## src/logic_io_pkg.sv

```systemverilog
// constants for the logical input/output signal bank
// assumes a 20 mhz core clock and a free running time base outside
package logic_io_pkg;
  localparam int unsigned NUM_BITS = 32;
  localparam int unsigned STAMP_W = 32;
  localparam int unsigned CLK_HZ = 20000000;
  localparam int unsigned PULSE_TIME_US = 5000;
  // least time; 20 cycles per microsecond, so no rounding is needed
  localparam int unsigned PULSE_CYCLES =
    (PULSE_TIME_US * (CLK_HZ / 1000000) + 0) ;
  localparam int unsigned PULSE_CNT_W = 17;
  localparam logic [NUM_BITS-1:0] INPUT_RESET = 32'h0000_0000;
  localparam logic [PULSE_CNT_W-1:0] PULSE_LAST =
    PULSE_CNT_W'(PULSE_CYCLES - 1);
  localparam logic [4:0] INDEX_W5_ZERO = 5'h00;
  typedef enum logic {
    MODE_HOLD,
    MODE_PULSE
  } input_mode_t;
endpackage : logic_io_pkg

```

## src/logic_in_cell.sv

```systemverilog
// one logical input bit with hold or pulse behaviour
// assumes commands are one-cycle pulses synchronous to the core clock
`timescale 1ns/1ns
module logic_in_cell
  import logic_io_pkg::*;
(
  input wire logic i_core_clk,
  input wire logic i_rst,
  input wire logic i_mode_pulse,
  input wire logic i_set_one,
  input wire logic i_set_zero,
  output logic o_logic_in_bit
);
  logic state_q;
  logic state_d;
  logic [PULSE_CNT_W-1:0] cnt_q;
  logic [PULSE_CNT_W-1:0] cnt_d;

  always_comb begin
    state_d = state_q;
    cnt_d = cnt_q;
    if (i_set_one) begin
      state_d = 1'b1;
      cnt_d = '0;
    end else if (i_set_zero) begin
      state_d = 1'b0;
      cnt_d = '0;
    end else if (i_mode_pulse && state_q) begin
      if (cnt_q == PULSE_LAST) begin
        state_d = 1'b0;
        cnt_d = '0;
      end else begin
        cnt_d = cnt_q + 1'b1;
      end
    end
  end

  always_ff @(posedge i_core_clk) begin
    if (i_rst) begin
      state_q <= 1'b0;
      cnt_q <= '0;
    end else begin
      state_q <= state_d;
      cnt_q <= cnt_d;
    end
  end

  assign o_logic_in_bit = state_q;

  property p_pulse_len;
    @(posedge i_core_clk) disable iff (i_rst)
    (cnt_q == PULSE_LAST && state_q && i_mode_pulse && !i_set_one)
      |=> !state_q;
  endproperty
  a_pulse_len: assert property (p_pulse_len)
    else $error("pulse did not end on time");

  property p_set_one;
    @(posedge i_core_clk) disable iff (i_rst)
    i_set_one |=> state_q && cnt_q == '0;
  endproperty
  a_set_one: assert property (p_set_one)
    else $error("set did not restart pulse");

  property p_hold_stays;
    @(posedge i_core_clk) disable iff (i_rst)
    (!i_mode_pulse && state_q && !i_set_zero) |=> state_q;
  endproperty
  a_hold_stays: assert property (p_hold_stays)
    else $error("hold input dropped");

  property p_zero;
    @(posedge i_core_clk) disable iff (i_rst)
    (i_set_zero && !i_set_one) |=> !state_q;
  endproperty
  a_zero: assert property (p_zero)
    else $error("zero command ignored");

  c_pulse_end: cover property (@(posedge i_core_clk)
    state_q && i_mode_pulse ##1 !state_q);
endmodule : logic_in_cell

```

## src/logic_io_bank.sv

```systemverilog
// bank of 32 logical inputs and 32 logical outputs with event capture
// assumes commands and user logic results are synchronous to the clock
//
// Overview of operation
// - thirty-two logical output bits from user logic
// - outputs routed to blocking, groups, relays, leds
// - output state readable by supervisory system
// - on/off events, only enabled polarities stored
// - each event carries capture time stamp
// - thirty-two inputs set only by commands
// - all inputs zero after every reboot
// - per input mode hold or pulse
// - hold stays one until zero command
// - pulse clears itself after five milliseconds
`timescale 1ns/1ns
module logic_io_bank
  import logic_io_pkg::*;
(
  input wire logic i_core_clk,
  input wire logic i_rst,
  input wire logic [NUM_BITS-1:0] i_mimic_set_one,
  input wire logic [NUM_BITS-1:0] i_mimic_set_zero,
  input wire logic [NUM_BITS-1:0] i_scada_set_one,
  input wire logic [NUM_BITS-1:0] i_scada_set_zero,
  input wire logic [NUM_BITS-1:0] i_input_mode_pulse,
  input wire logic [NUM_BITS-1:0] i_user_logic_result,
  input wire logic [NUM_BITS-1:0] i_event_on_enable,
  input wire logic [NUM_BITS-1:0] i_event_off_enable,
  input wire logic [STAMP_W-1:0] i_time_stamp,
  output logic [NUM_BITS-1:0] o_logic_in_bit,
  output logic [NUM_BITS-1:0] o_logic_out_bit,
  output logic [NUM_BITS-1:0] o_logic_out_status,
  output logic o_event_valid,
  output logic o_event_is_on,
  output logic [4:0] o_event_index,
  output logic [STAMP_W-1:0] o_event_stamp,
  output logic o_event_overrun
);
  // ***********************************************
  // logical inputs
  // ***********************************************
  logic [NUM_BITS-1:0] set_one;
  logic [NUM_BITS-1:0] set_zero;

  assign set_one = i_mimic_set_one | i_scada_set_one;
  assign set_zero = i_mimic_set_zero | i_scada_set_zero;

  for (genvar g = 0; g < NUM_BITS; g++) begin : g_in
    logic_in_cell logic_in_cell_i (
      .i_core_clk(i_core_clk),
      .i_rst(i_rst),
      .i_mode_pulse(i_input_mode_pulse[g]),
      .i_set_one(set_one[g]),
      .i_set_zero(set_zero[g]),
      .o_logic_in_bit(o_logic_in_bit[g])
    );
  end

  property p_only_cmd;
    @(posedge i_core_clk) disable iff (i_rst)
    (o_logic_in_bit & ~$past(o_logic_in_bit) & ~$past(set_one)) == '0;
  endproperty
  a_only_cmd: assert property (p_only_cmd)
    else $error("logical input rose without command");

  property p_set_reach;
    @(posedge i_core_clk) disable iff (i_rst)
    (|set_one) |=> (o_logic_in_bit & $past(set_one)) == $past(set_one);
  endproperty
  a_set_reach: assert property (p_set_reach)
    else $error("set command did not reach input");

  // ***********************************************
  // logical outputs and events
  // ***********************************************
  logic [NUM_BITS-1:0] out_q;
  logic [NUM_BITS-1:0] out_d;
  logic [NUM_BITS-1:0] pend_on_q;
  logic [NUM_BITS-1:0] pend_on_d;
  logic [NUM_BITS-1:0] pend_off_q;
  logic [NUM_BITS-1:0] pend_off_d;
  logic [STAMP_W-1:0] stamp_q [NUM_BITS];
  logic [STAMP_W-1:0] stamp_d [NUM_BITS];
  logic ev_valid_q;
  logic ev_valid_d;
  logic ev_on_q;
  logic ev_on_d;
  logic [4:0] ev_idx_q;
  logic [4:0] ev_idx_d;
  logic [STAMP_W-1:0] ev_stamp_q;
  logic [STAMP_W-1:0] ev_stamp_d;
  logic overrun_q;
  logic overrun_d;
  logic [NUM_BITS-1:0] rise;
  logic [NUM_BITS-1:0] fall;

  // on events before off events, lowest pending index wins within each; one event per cycle
  function automatic logic [5:0] first_set(input logic [NUM_BITS-1:0] v);
    logic [5:0] r;
    r = 6'h20;
    for (int i = NUM_BITS - 1; i >= 0; i--) begin
      if (v[i]) begin
        r = 6'(i);
      end
    end
    return r;
  endfunction : first_set

  always_comb begin
    logic [5:0] pick;
    logic pick_on;
    pick = 6'h20;
    pick_on = 1'b0;
    out_d = i_user_logic_result;
    rise = i_user_logic_result & ~out_q;
    fall = ~i_user_logic_result & out_q;
    pend_on_d = pend_on_q;
    pend_off_d = pend_off_q;
    stamp_d = stamp_q;
    ev_valid_d = 1'b0;
    ev_on_d = ev_on_q;
    ev_idx_d = ev_idx_q;
    ev_stamp_d = ev_stamp_q;
    overrun_d = 1'b0;
    if (|pend_on_q) begin
      pick = first_set(pend_on_q);
      pick_on = 1'b1;
    end else if (|pend_off_q) begin
      pick = first_set(pend_off_q);
    end
    if (!pick[5]) begin
      ev_valid_d = 1'b1;
      ev_on_d = pick_on;
      ev_idx_d = pick[4:0];
      ev_stamp_d = stamp_q[pick[4:0]];
      if (pick_on) begin
        pend_on_d[pick[4:0]] = 1'b0;
      end else begin
        pend_off_d[pick[4:0]] = 1'b0;
      end
    end
    for (int i = 0; i < NUM_BITS; i++) begin
      if ((rise[i] && i_event_on_enable[i]) ||
          (fall[i] && i_event_off_enable[i])) begin
        // an unsent event of this bit is replaced; flag it
        if (pend_on_d[i] || pend_off_d[i]) begin
          overrun_d = 1'b1;
        end
        pend_on_d[i] = rise[i];
        pend_off_d[i] = fall[i];
        stamp_d[i] = i_time_stamp;
      end
    end
  end

  always_ff @(posedge i_core_clk) begin
    if (i_rst) begin
      out_q <= '0;
      pend_on_q <= '0;
      pend_off_q <= '0;
      for (int i = 0; i < NUM_BITS; i++) begin
        stamp_q[i] <= '0;
      end
      ev_valid_q <= 1'b0;
      ev_on_q <= 1'b0;
      ev_idx_q <= INDEX_W5_ZERO;
      ev_stamp_q <= '0;
      overrun_q <= 1'b0;
    end else begin
      out_q <= out_d;
      pend_on_q <= pend_on_d;
      pend_off_q <= pend_off_d;
      stamp_q <= stamp_d;
      ev_valid_q <= ev_valid_d;
      ev_on_q <= ev_on_d;
      ev_idx_q <= ev_idx_d;
      ev_stamp_q <= ev_stamp_d;
      overrun_q <= overrun_d;
    end
  end

  assign o_logic_out_bit = out_q;
  assign o_logic_out_status = out_q;
  assign o_event_valid = ev_valid_q;
  assign o_event_is_on = ev_on_q;
  assign o_event_index = ev_idx_q;
  assign o_event_stamp = ev_stamp_q;
  assign o_event_overrun = overrun_q;

  // ***********************************************
  // checks
  // ***********************************************
  property p_out_follow;
    @(posedge i_core_clk) disable iff (i_rst)
    1'b1 |=> o_logic_out_bit == $past(i_user_logic_result);
  endproperty
  a_out_follow: assert property (p_out_follow)
    else $error("output bit does not follow logic");

  property p_status_eq;
    @(posedge i_core_clk) disable iff (i_rst)
    o_logic_out_status == o_logic_out_bit;
  endproperty
  a_status_eq: assert property (p_status_eq)
    else $error("status differs from output");

  // mask of an index and all bits below it
  function automatic logic [NUM_BITS-1:0] upto_mask(input logic [4:0] idx);
    return (32'h2 << idx) - 32'h1;
  endfunction : upto_mask

  function automatic logic [NUM_BITS-1:0] bit_of(input logic [4:0] idx);
    return 32'h1 << idx;
  endfunction : bit_of

  property p_on_first;
    @(posedge i_core_clk) disable iff (i_rst)
    (o_event_valid && o_event_is_on) |->
      ($past(pend_on_q) & upto_mask(o_event_index))
      == bit_of(o_event_index);
  endproperty
  a_on_first: assert property (p_on_first)
    else $error("on event out of order");

  property p_off_first;
    @(posedge i_core_clk) disable iff (i_rst)
    (o_event_valid && !o_event_is_on) |->
      $past(pend_on_q) == '0
      && ($past(pend_off_q) & upto_mask(o_event_index))
      == bit_of(o_event_index);
  endproperty
  a_off_first: assert property (p_off_first)
    else $error("off event out of order");

  property p_ovr_cause;
    @(posedge i_core_clk) disable iff (i_rst)
    o_event_overrun |->
      $past(|((rise | fall) & (pend_on_q | pend_off_q)));
  endproperty
  a_ovr_cause: assert property (p_ovr_cause)
    else $error("overrun without a pending event");

  property p_in_reset;
    @(posedge i_core_clk) disable iff (i_rst)
    $past(i_rst) |-> o_logic_in_bit == '0 && !o_event_valid
      && o_logic_out_bit == '0;
  endproperty
  a_in_reset: assert property (p_in_reset)
    else $error("state not cleared by reset");

  property p_on_stored;
    @(posedge i_core_clk) disable iff (i_rst)
    (rise[0] && i_event_on_enable[0] && pend_on_q == '0
      && pend_off_q == '0)
      |=> ##1 o_event_valid && o_event_is_on && o_event_index == 5'h00
      && o_event_stamp == $past(i_time_stamp, 2);
  endproperty
  a_on_stored: assert property (p_on_stored)
    else $error("on event lost or stamp wrong");

  property p_off_stored;
    @(posedge i_core_clk) disable iff (i_rst)
    (fall[0] && i_event_off_enable[0] && pend_on_q == '0
      && pend_off_q == '0 && (rise & i_event_on_enable) == '0)
      |=> ##1 o_event_valid && !o_event_is_on && o_event_index == 5'h00
      && o_event_stamp == $past(i_time_stamp, 2);
  endproperty
  a_off_stored: assert property (p_off_stored)
    else $error("off event lost or stamp wrong");

  property p_no_disabled;
    @(posedge i_core_clk) disable iff (i_rst)
    (rise[0] && !i_event_on_enable[0] && !pend_on_q[0]) |=> !pend_on_q[0];
  endproperty
  a_no_disabled: assert property (p_no_disabled)
    else $error("disabled on event stored");

  property p_off_pol;
    @(posedge i_core_clk) disable iff (i_rst)
    (fall[0] && i_event_off_enable[0]) |=> pend_off_q[0] && !pend_on_q[0];
  endproperty
  a_off_pol: assert property (p_off_pol)
    else $error("off event polarity wrong");

  c_on_event: cover property (@(posedge i_core_clk)
    o_event_valid && o_event_is_on);
  c_off_event: cover property (@(posedge i_core_clk)
    o_event_valid && !o_event_is_on);
  c_overrun: cover property (@(posedge i_core_clk) o_event_overrun);
  c_both_cmd: cover property (@(posedge i_core_clk)
    |(set_one & set_zero));
endmodule : logic_io_bank

```

## config.mk

```make
export PLATFORM = sky130hd
export DESIGN_NAME = logic_io_bank
export DESIGN_NICKNAME = d
export VERILOG_FILES = /design/src/logic_io_pkg.sv /design/src/logic_in_cell.sv /design/src/logic_io_bank.sv
export SDC_FILE = /design/constraint.sdc
export NUM_CORES = 2
export LEC_CHECK = 0
export BUFFER_PORTS_ARGS = -buffer_cell sky130_fd_sc_hd__buf_2
export CAP_MARGIN = 10
export CELL_PAD_IN_SITES_DETAIL_PLACEMENT = 1
export CELL_PAD_IN_SITES_GLOBAL_PLACEMENT = 2
export CORE_AREA = 2 2 446 448
export DETAILED_ROUTE_END_ITERATION = 10
export DIE_AREA = 0 0 448 450
export GPL_ROUTABILITY_DRIVEN = 0
export GPL_TIMING_DRIVEN = 0
export PLACE_DENSITY_LB_ADDON = 0.3
export SYNTH_ARGS = -nofsm -noshare
export SYNTH_HDL_FRONTEND = slang
export SYNTH_SLANG_ARGS = --single-unit
```

## constraint.sdc

```tcl
create_clock -name i_core_clk -period 9.1 [get_ports i_core_clk]
set_input_delay 0.455 -clock i_core_clk [delete_from_list [all_inputs] [get_ports i_core_clk]]
set_output_delay 0.455 -clock i_core_clk [all_outputs]
set_load 0.1 [all_outputs]
```

==> flow_summary_export.csv <==
group,metric,value,unit
sta,fin_worst_skew,0.0385,ns
run_status,status,"complete, but fails checks",
layout,area_delta_synth_final,19.2,%
synthesis,synth_fp_nets,10000,
critical_path,critPathLaunch,"pend_on_q[4]$_SDFF_PP0_",
power,swShare,36.5,%
floorplanning,die-area,0.202,sq mm
routing,wl_per_cell,27.4,microns
global_route,antenna_found_initial,37,
global_route,grt_pass1_vias,77900,
clock_tree,clk_latency,0.88,ns
clock_tree,max-clock-path-buffers,3,
floorplanning,die_h,450,microns
place,port_buffers,425,
critical_path,cp_max_fo,10,
min_path,hp-class,"input port to flip-flop",
synthesis,synth_edf_count,0,
global_route,grt_overflow,0,
layout,drive_gt1_share,10.4,%
place,hpwlAfterDp,269000,microns
routing,drt-pass1-iter-count,7,
clock_tree,cts_resized,0,
routing,drt-vias-per-instance,5.83,
synthesis,seq_area_frac_synth,45.5,%
synthesis,synth_top_area_share,45.5,%
sta,worst_hold_slack,0.0230,ns
power,p_per_area,238,mW/mm^2
sta,relSlewSlack,-3.48,%
sta,fin_crit,6.96,ns
routing,vias,78100,
power,ir_drop,0.000285,V
synthesis,syn_area,0.0764,sq mm
synthesis,synth_ff_type,"dfxtp_1",
power,power_frac_comb,24.8,%
clock_tree,h-tree-depth,4,
sta,setup_viol,0,
floorplanning,core,0.197,sq mm
synthesis,synth.largest_area_cell,"dfxtp_1",
power,p_sw,7.91,mW
synthesis,async_flop_share,0,%
clock_tree,post_cts_buffers,0,
sta,max_freq,144,MHz
synthesis,synth-warning-count,0,
power,p_seq_share,37.7,%
power,clkPwrFrac,37.5,%
synthesis,ys_ff_latch,1736,
sta,fin_crit_sh,76.4,%
routing,drt-total-wl,367000,microns
power,p_int,13.8,mW
global_route,grt_start_max_net_pins,17,
global_route,grt_usage,35.4,%
run,maxCapViolations,2,
synthesis,yosysMostFrequentCell,"nand2_1",
synthesis,netlist_top_cells_area,"dfxtp_1 45%, nand2_1 14%, a21oi_1 9.0%, nor2_1 4.0%, mux4_2 3.8%",
clock_tree,ctsHoldBuffers,206,
clock_tree,clk_pin_slew,0.06,ns
critical_path,critical_path_class,"flip-flop to flip-flop",
sta,rsz0062_at_grt,"no",
synthesis,post_synth.cell_area_avg,7.88,sq um
critical_path,timing.rr.start,"pend_on_q[4]$_SDFF_PP0_",
run_status,violations,"max-capacitance violations, max-slew violations",
clock_tree,clock-sinks,1736,
synthesis,synthTopCellsByCount,"2875 x nand2_1, 1736 x dfxtp_1, 1375 x a21oi_1, 819 x nor2_1, 551 x clkbuf_1",
routing,first_iter_violations,7346,
floorplanning,start_util,38.9,%
routing,ant_nets,0,
synthesis,syn-instance-count,9699,
power,p_leak,31.5,nW
global_route,grt_pass1_wl,525000,microns
power,power,21.7,mW
floorplanning,num_rows,163,
routing,drc_errors,0,
floorplanning,ioPinCount,426,
critical_path,start_kind,"flip-flop",
sta,tns,0,ns
sta,hold_viol_final,0,
sta,tightestPinTransition,1.55,ns
critical_path,crit_required,9.82,ns
clock_tree,cts_tree,"done",
clock_tree,cts_buffers,195,
layout,nets,10900,
min_path,min_from,"i_event_off_enable[8]",
clock_tree,cts-root-buf,"clkbuf_16",
critical_path,critical_path_arrival,7.68,ns
sta,final_max_slew_viol_count,11,
critical_path,endpoint_kind,"flip-flop",
floorplanning,fp.dieW,448,microns
synthesis,synth_cell_types,80,
-- power groups by stage --
| stage | registers [mW] | clock network (mW) | logic (mW) |
|---|---|---|---|
| after floorplan | 8.51 | 0 | 2.15 |
| after global placement | 8.31 | 0 | 4.78 |
| after detailed placement | 8.33 | 0 | 4.94 |
| after CTS | 8.16 | 8.19 | 5.02 |
| after global routing | 8.20 | 8.51 | 5.30 |
| final | 8.18 | 8.12 | 5.38 |
-- state kept, by name (all words and copies together) (netlist names), 5 cells and up --
name / count
g_in.logic_in_cell_i.o_logic_in_bit: 32
o_event_index: 5
o_event_stamp: 32
stamp_q: 1024
o_logic_out_bit: 32
pend_on_q: 32
pend_off_q: 32
g_in.logic_in_cell_i.cnt_q: 544
-- metal layers --
metal	part of all wire [%]	vias to the layer above	routed length, microns	track usage [%]
met5	0.052	-	190	0
met4	8.7	24	31800	26.0
met3	9.8	1240	35800	9.50
met2	44	3677	161000	54.8
met1	38	38600	138000	41.9
li1	-	34500	-	-
-- metrics by stage --
stage | std cells | setup WS, ns | util, % | area [sq um]
6_report | 13400 | 2.14 | 46.3 | 91100
5_1_grt | 13400 | 2.41 | 46.3 | 91100
4_1_cts | 13400 | 2.89 | 46.3 | 91000
3_5_place_dp | 12800 | 2.91 | 41.9 | 82400
3_3_place_gp | 12800 | 1.58 | 41.6 | 81900
2_1_floorplan | 9699 | 5.89 | - | 76400
-- cells by family (layout without fill, tap and decap cells) --
kind of cell | count (synthesis) | after routing | share of synthesized area (%)
flip-flops | 1736 | 1736 | 45.5
AO/OA/AOI/OAI | 1983 | 1983 | 15.0
adder cells (fa/ha/maj) | 32 | 32 | 0.524
buffers and inverters | 770 | 1801 | 4.31
XOR/XNOR | 457 | 457 | 5.24
multiplexers | 139 | 139 | 3.92
other | 0 | 17 | 0
AND/OR/NAND/NOR | 4582 | 4582 | 25.5
-- worst paths after layout --
kind	depth (start not counted)	end	slack, ns
worst max-delay path	11	o_event_stamp[23]$_SDFFE_PP0P_	2.14
worst min-delay path	4	pend_on_q[8]$_SDFF_PP0_	0.02
worst max register to register	11	o_event_stamp[23]$_SDFFE_PP0P_	2.14
worst min register to register	2	stamp_q[741]$_SDFFE_PP0P_	0.45
-- cell usage in the layout, fill, tap and decap left out, drive strengths merged, types with 16 or more instances in the layout --
| cell type | Yosys | layout |
|---|---|---|
| a211oi | 29 | 29 |
| o211ai | 28 | 28 |
| and4 | 37 | 37 |
| a21boi | 17 | 17 |
| a22oi | 85 | 85 |
| nand2b | 24 | 24 |
| or3 | 56 | 56 |
| nor4b | 28 | 28 |
| ha | 32 | 32 |
| buf | 147 | 615 |
| a21oi | 1378 | 1378 |
| nand4 | 118 | 118 |
| dfxtp | 1736 | 1736 |
| xor2 | 274 | 274 |
| and3 | 125 | 125 |
| diode | 0 | 17 |
| nor3 | 87 | 87 |
| mux4 | 128 | 128 |
| or4b | 16 | 16 |
| or4 | 16 | 16 |
| inv | 72 | 77 |
| clkbuf | 551 | 853 |
| and2 | 34 | 34 |
| nor4 | 71 | 71 |
| a22o | 16 | 16 |
| a32oi | 129 | 129 |
| clkinv | 0 | 40 |
| o21a | 49 | 49 |
| nand2 | 2875 | 2875 |
| xnor2 | 183 | 183 |
| a311oi | 33 | 33 |
| dlygate4sd3 | 0 | 206 |
| nor2b | 78 | 78 |
| nor2 | 819 | 819 |
| o21ai | 140 | 140 |
| nand3 | 162 | 162 |
-- worst max-delay path, cell delays in order (launching register included) --
cell and delay [ns]:
dfxtp_1 0.39, nor4_1 0.79, nand2_1 0.23, nor3_2 0.50, nor2_1 0.19, a2bb2oi_2 0.45
clkbuf_1 0.97, clkbuf_1 1.15, clkbuf_1 1.07, a32oi_1 0.49, a21oi_1 0.41, a211oi_1 0.13
-- layout make-up --
cell class,instances,area [sq um]
inverters,72,270
repair buffers,674,4740
plain buffers,698,3040
well taps,2640,3300
clock inverters,55,679
flip-flops and latches,1736,34800
diodes,17,42.5
multi-input cells,7193,38400
clock buffers,302,5820
fillers,24100,106000
Note: power is estimated with default switching activity, not from simulation.
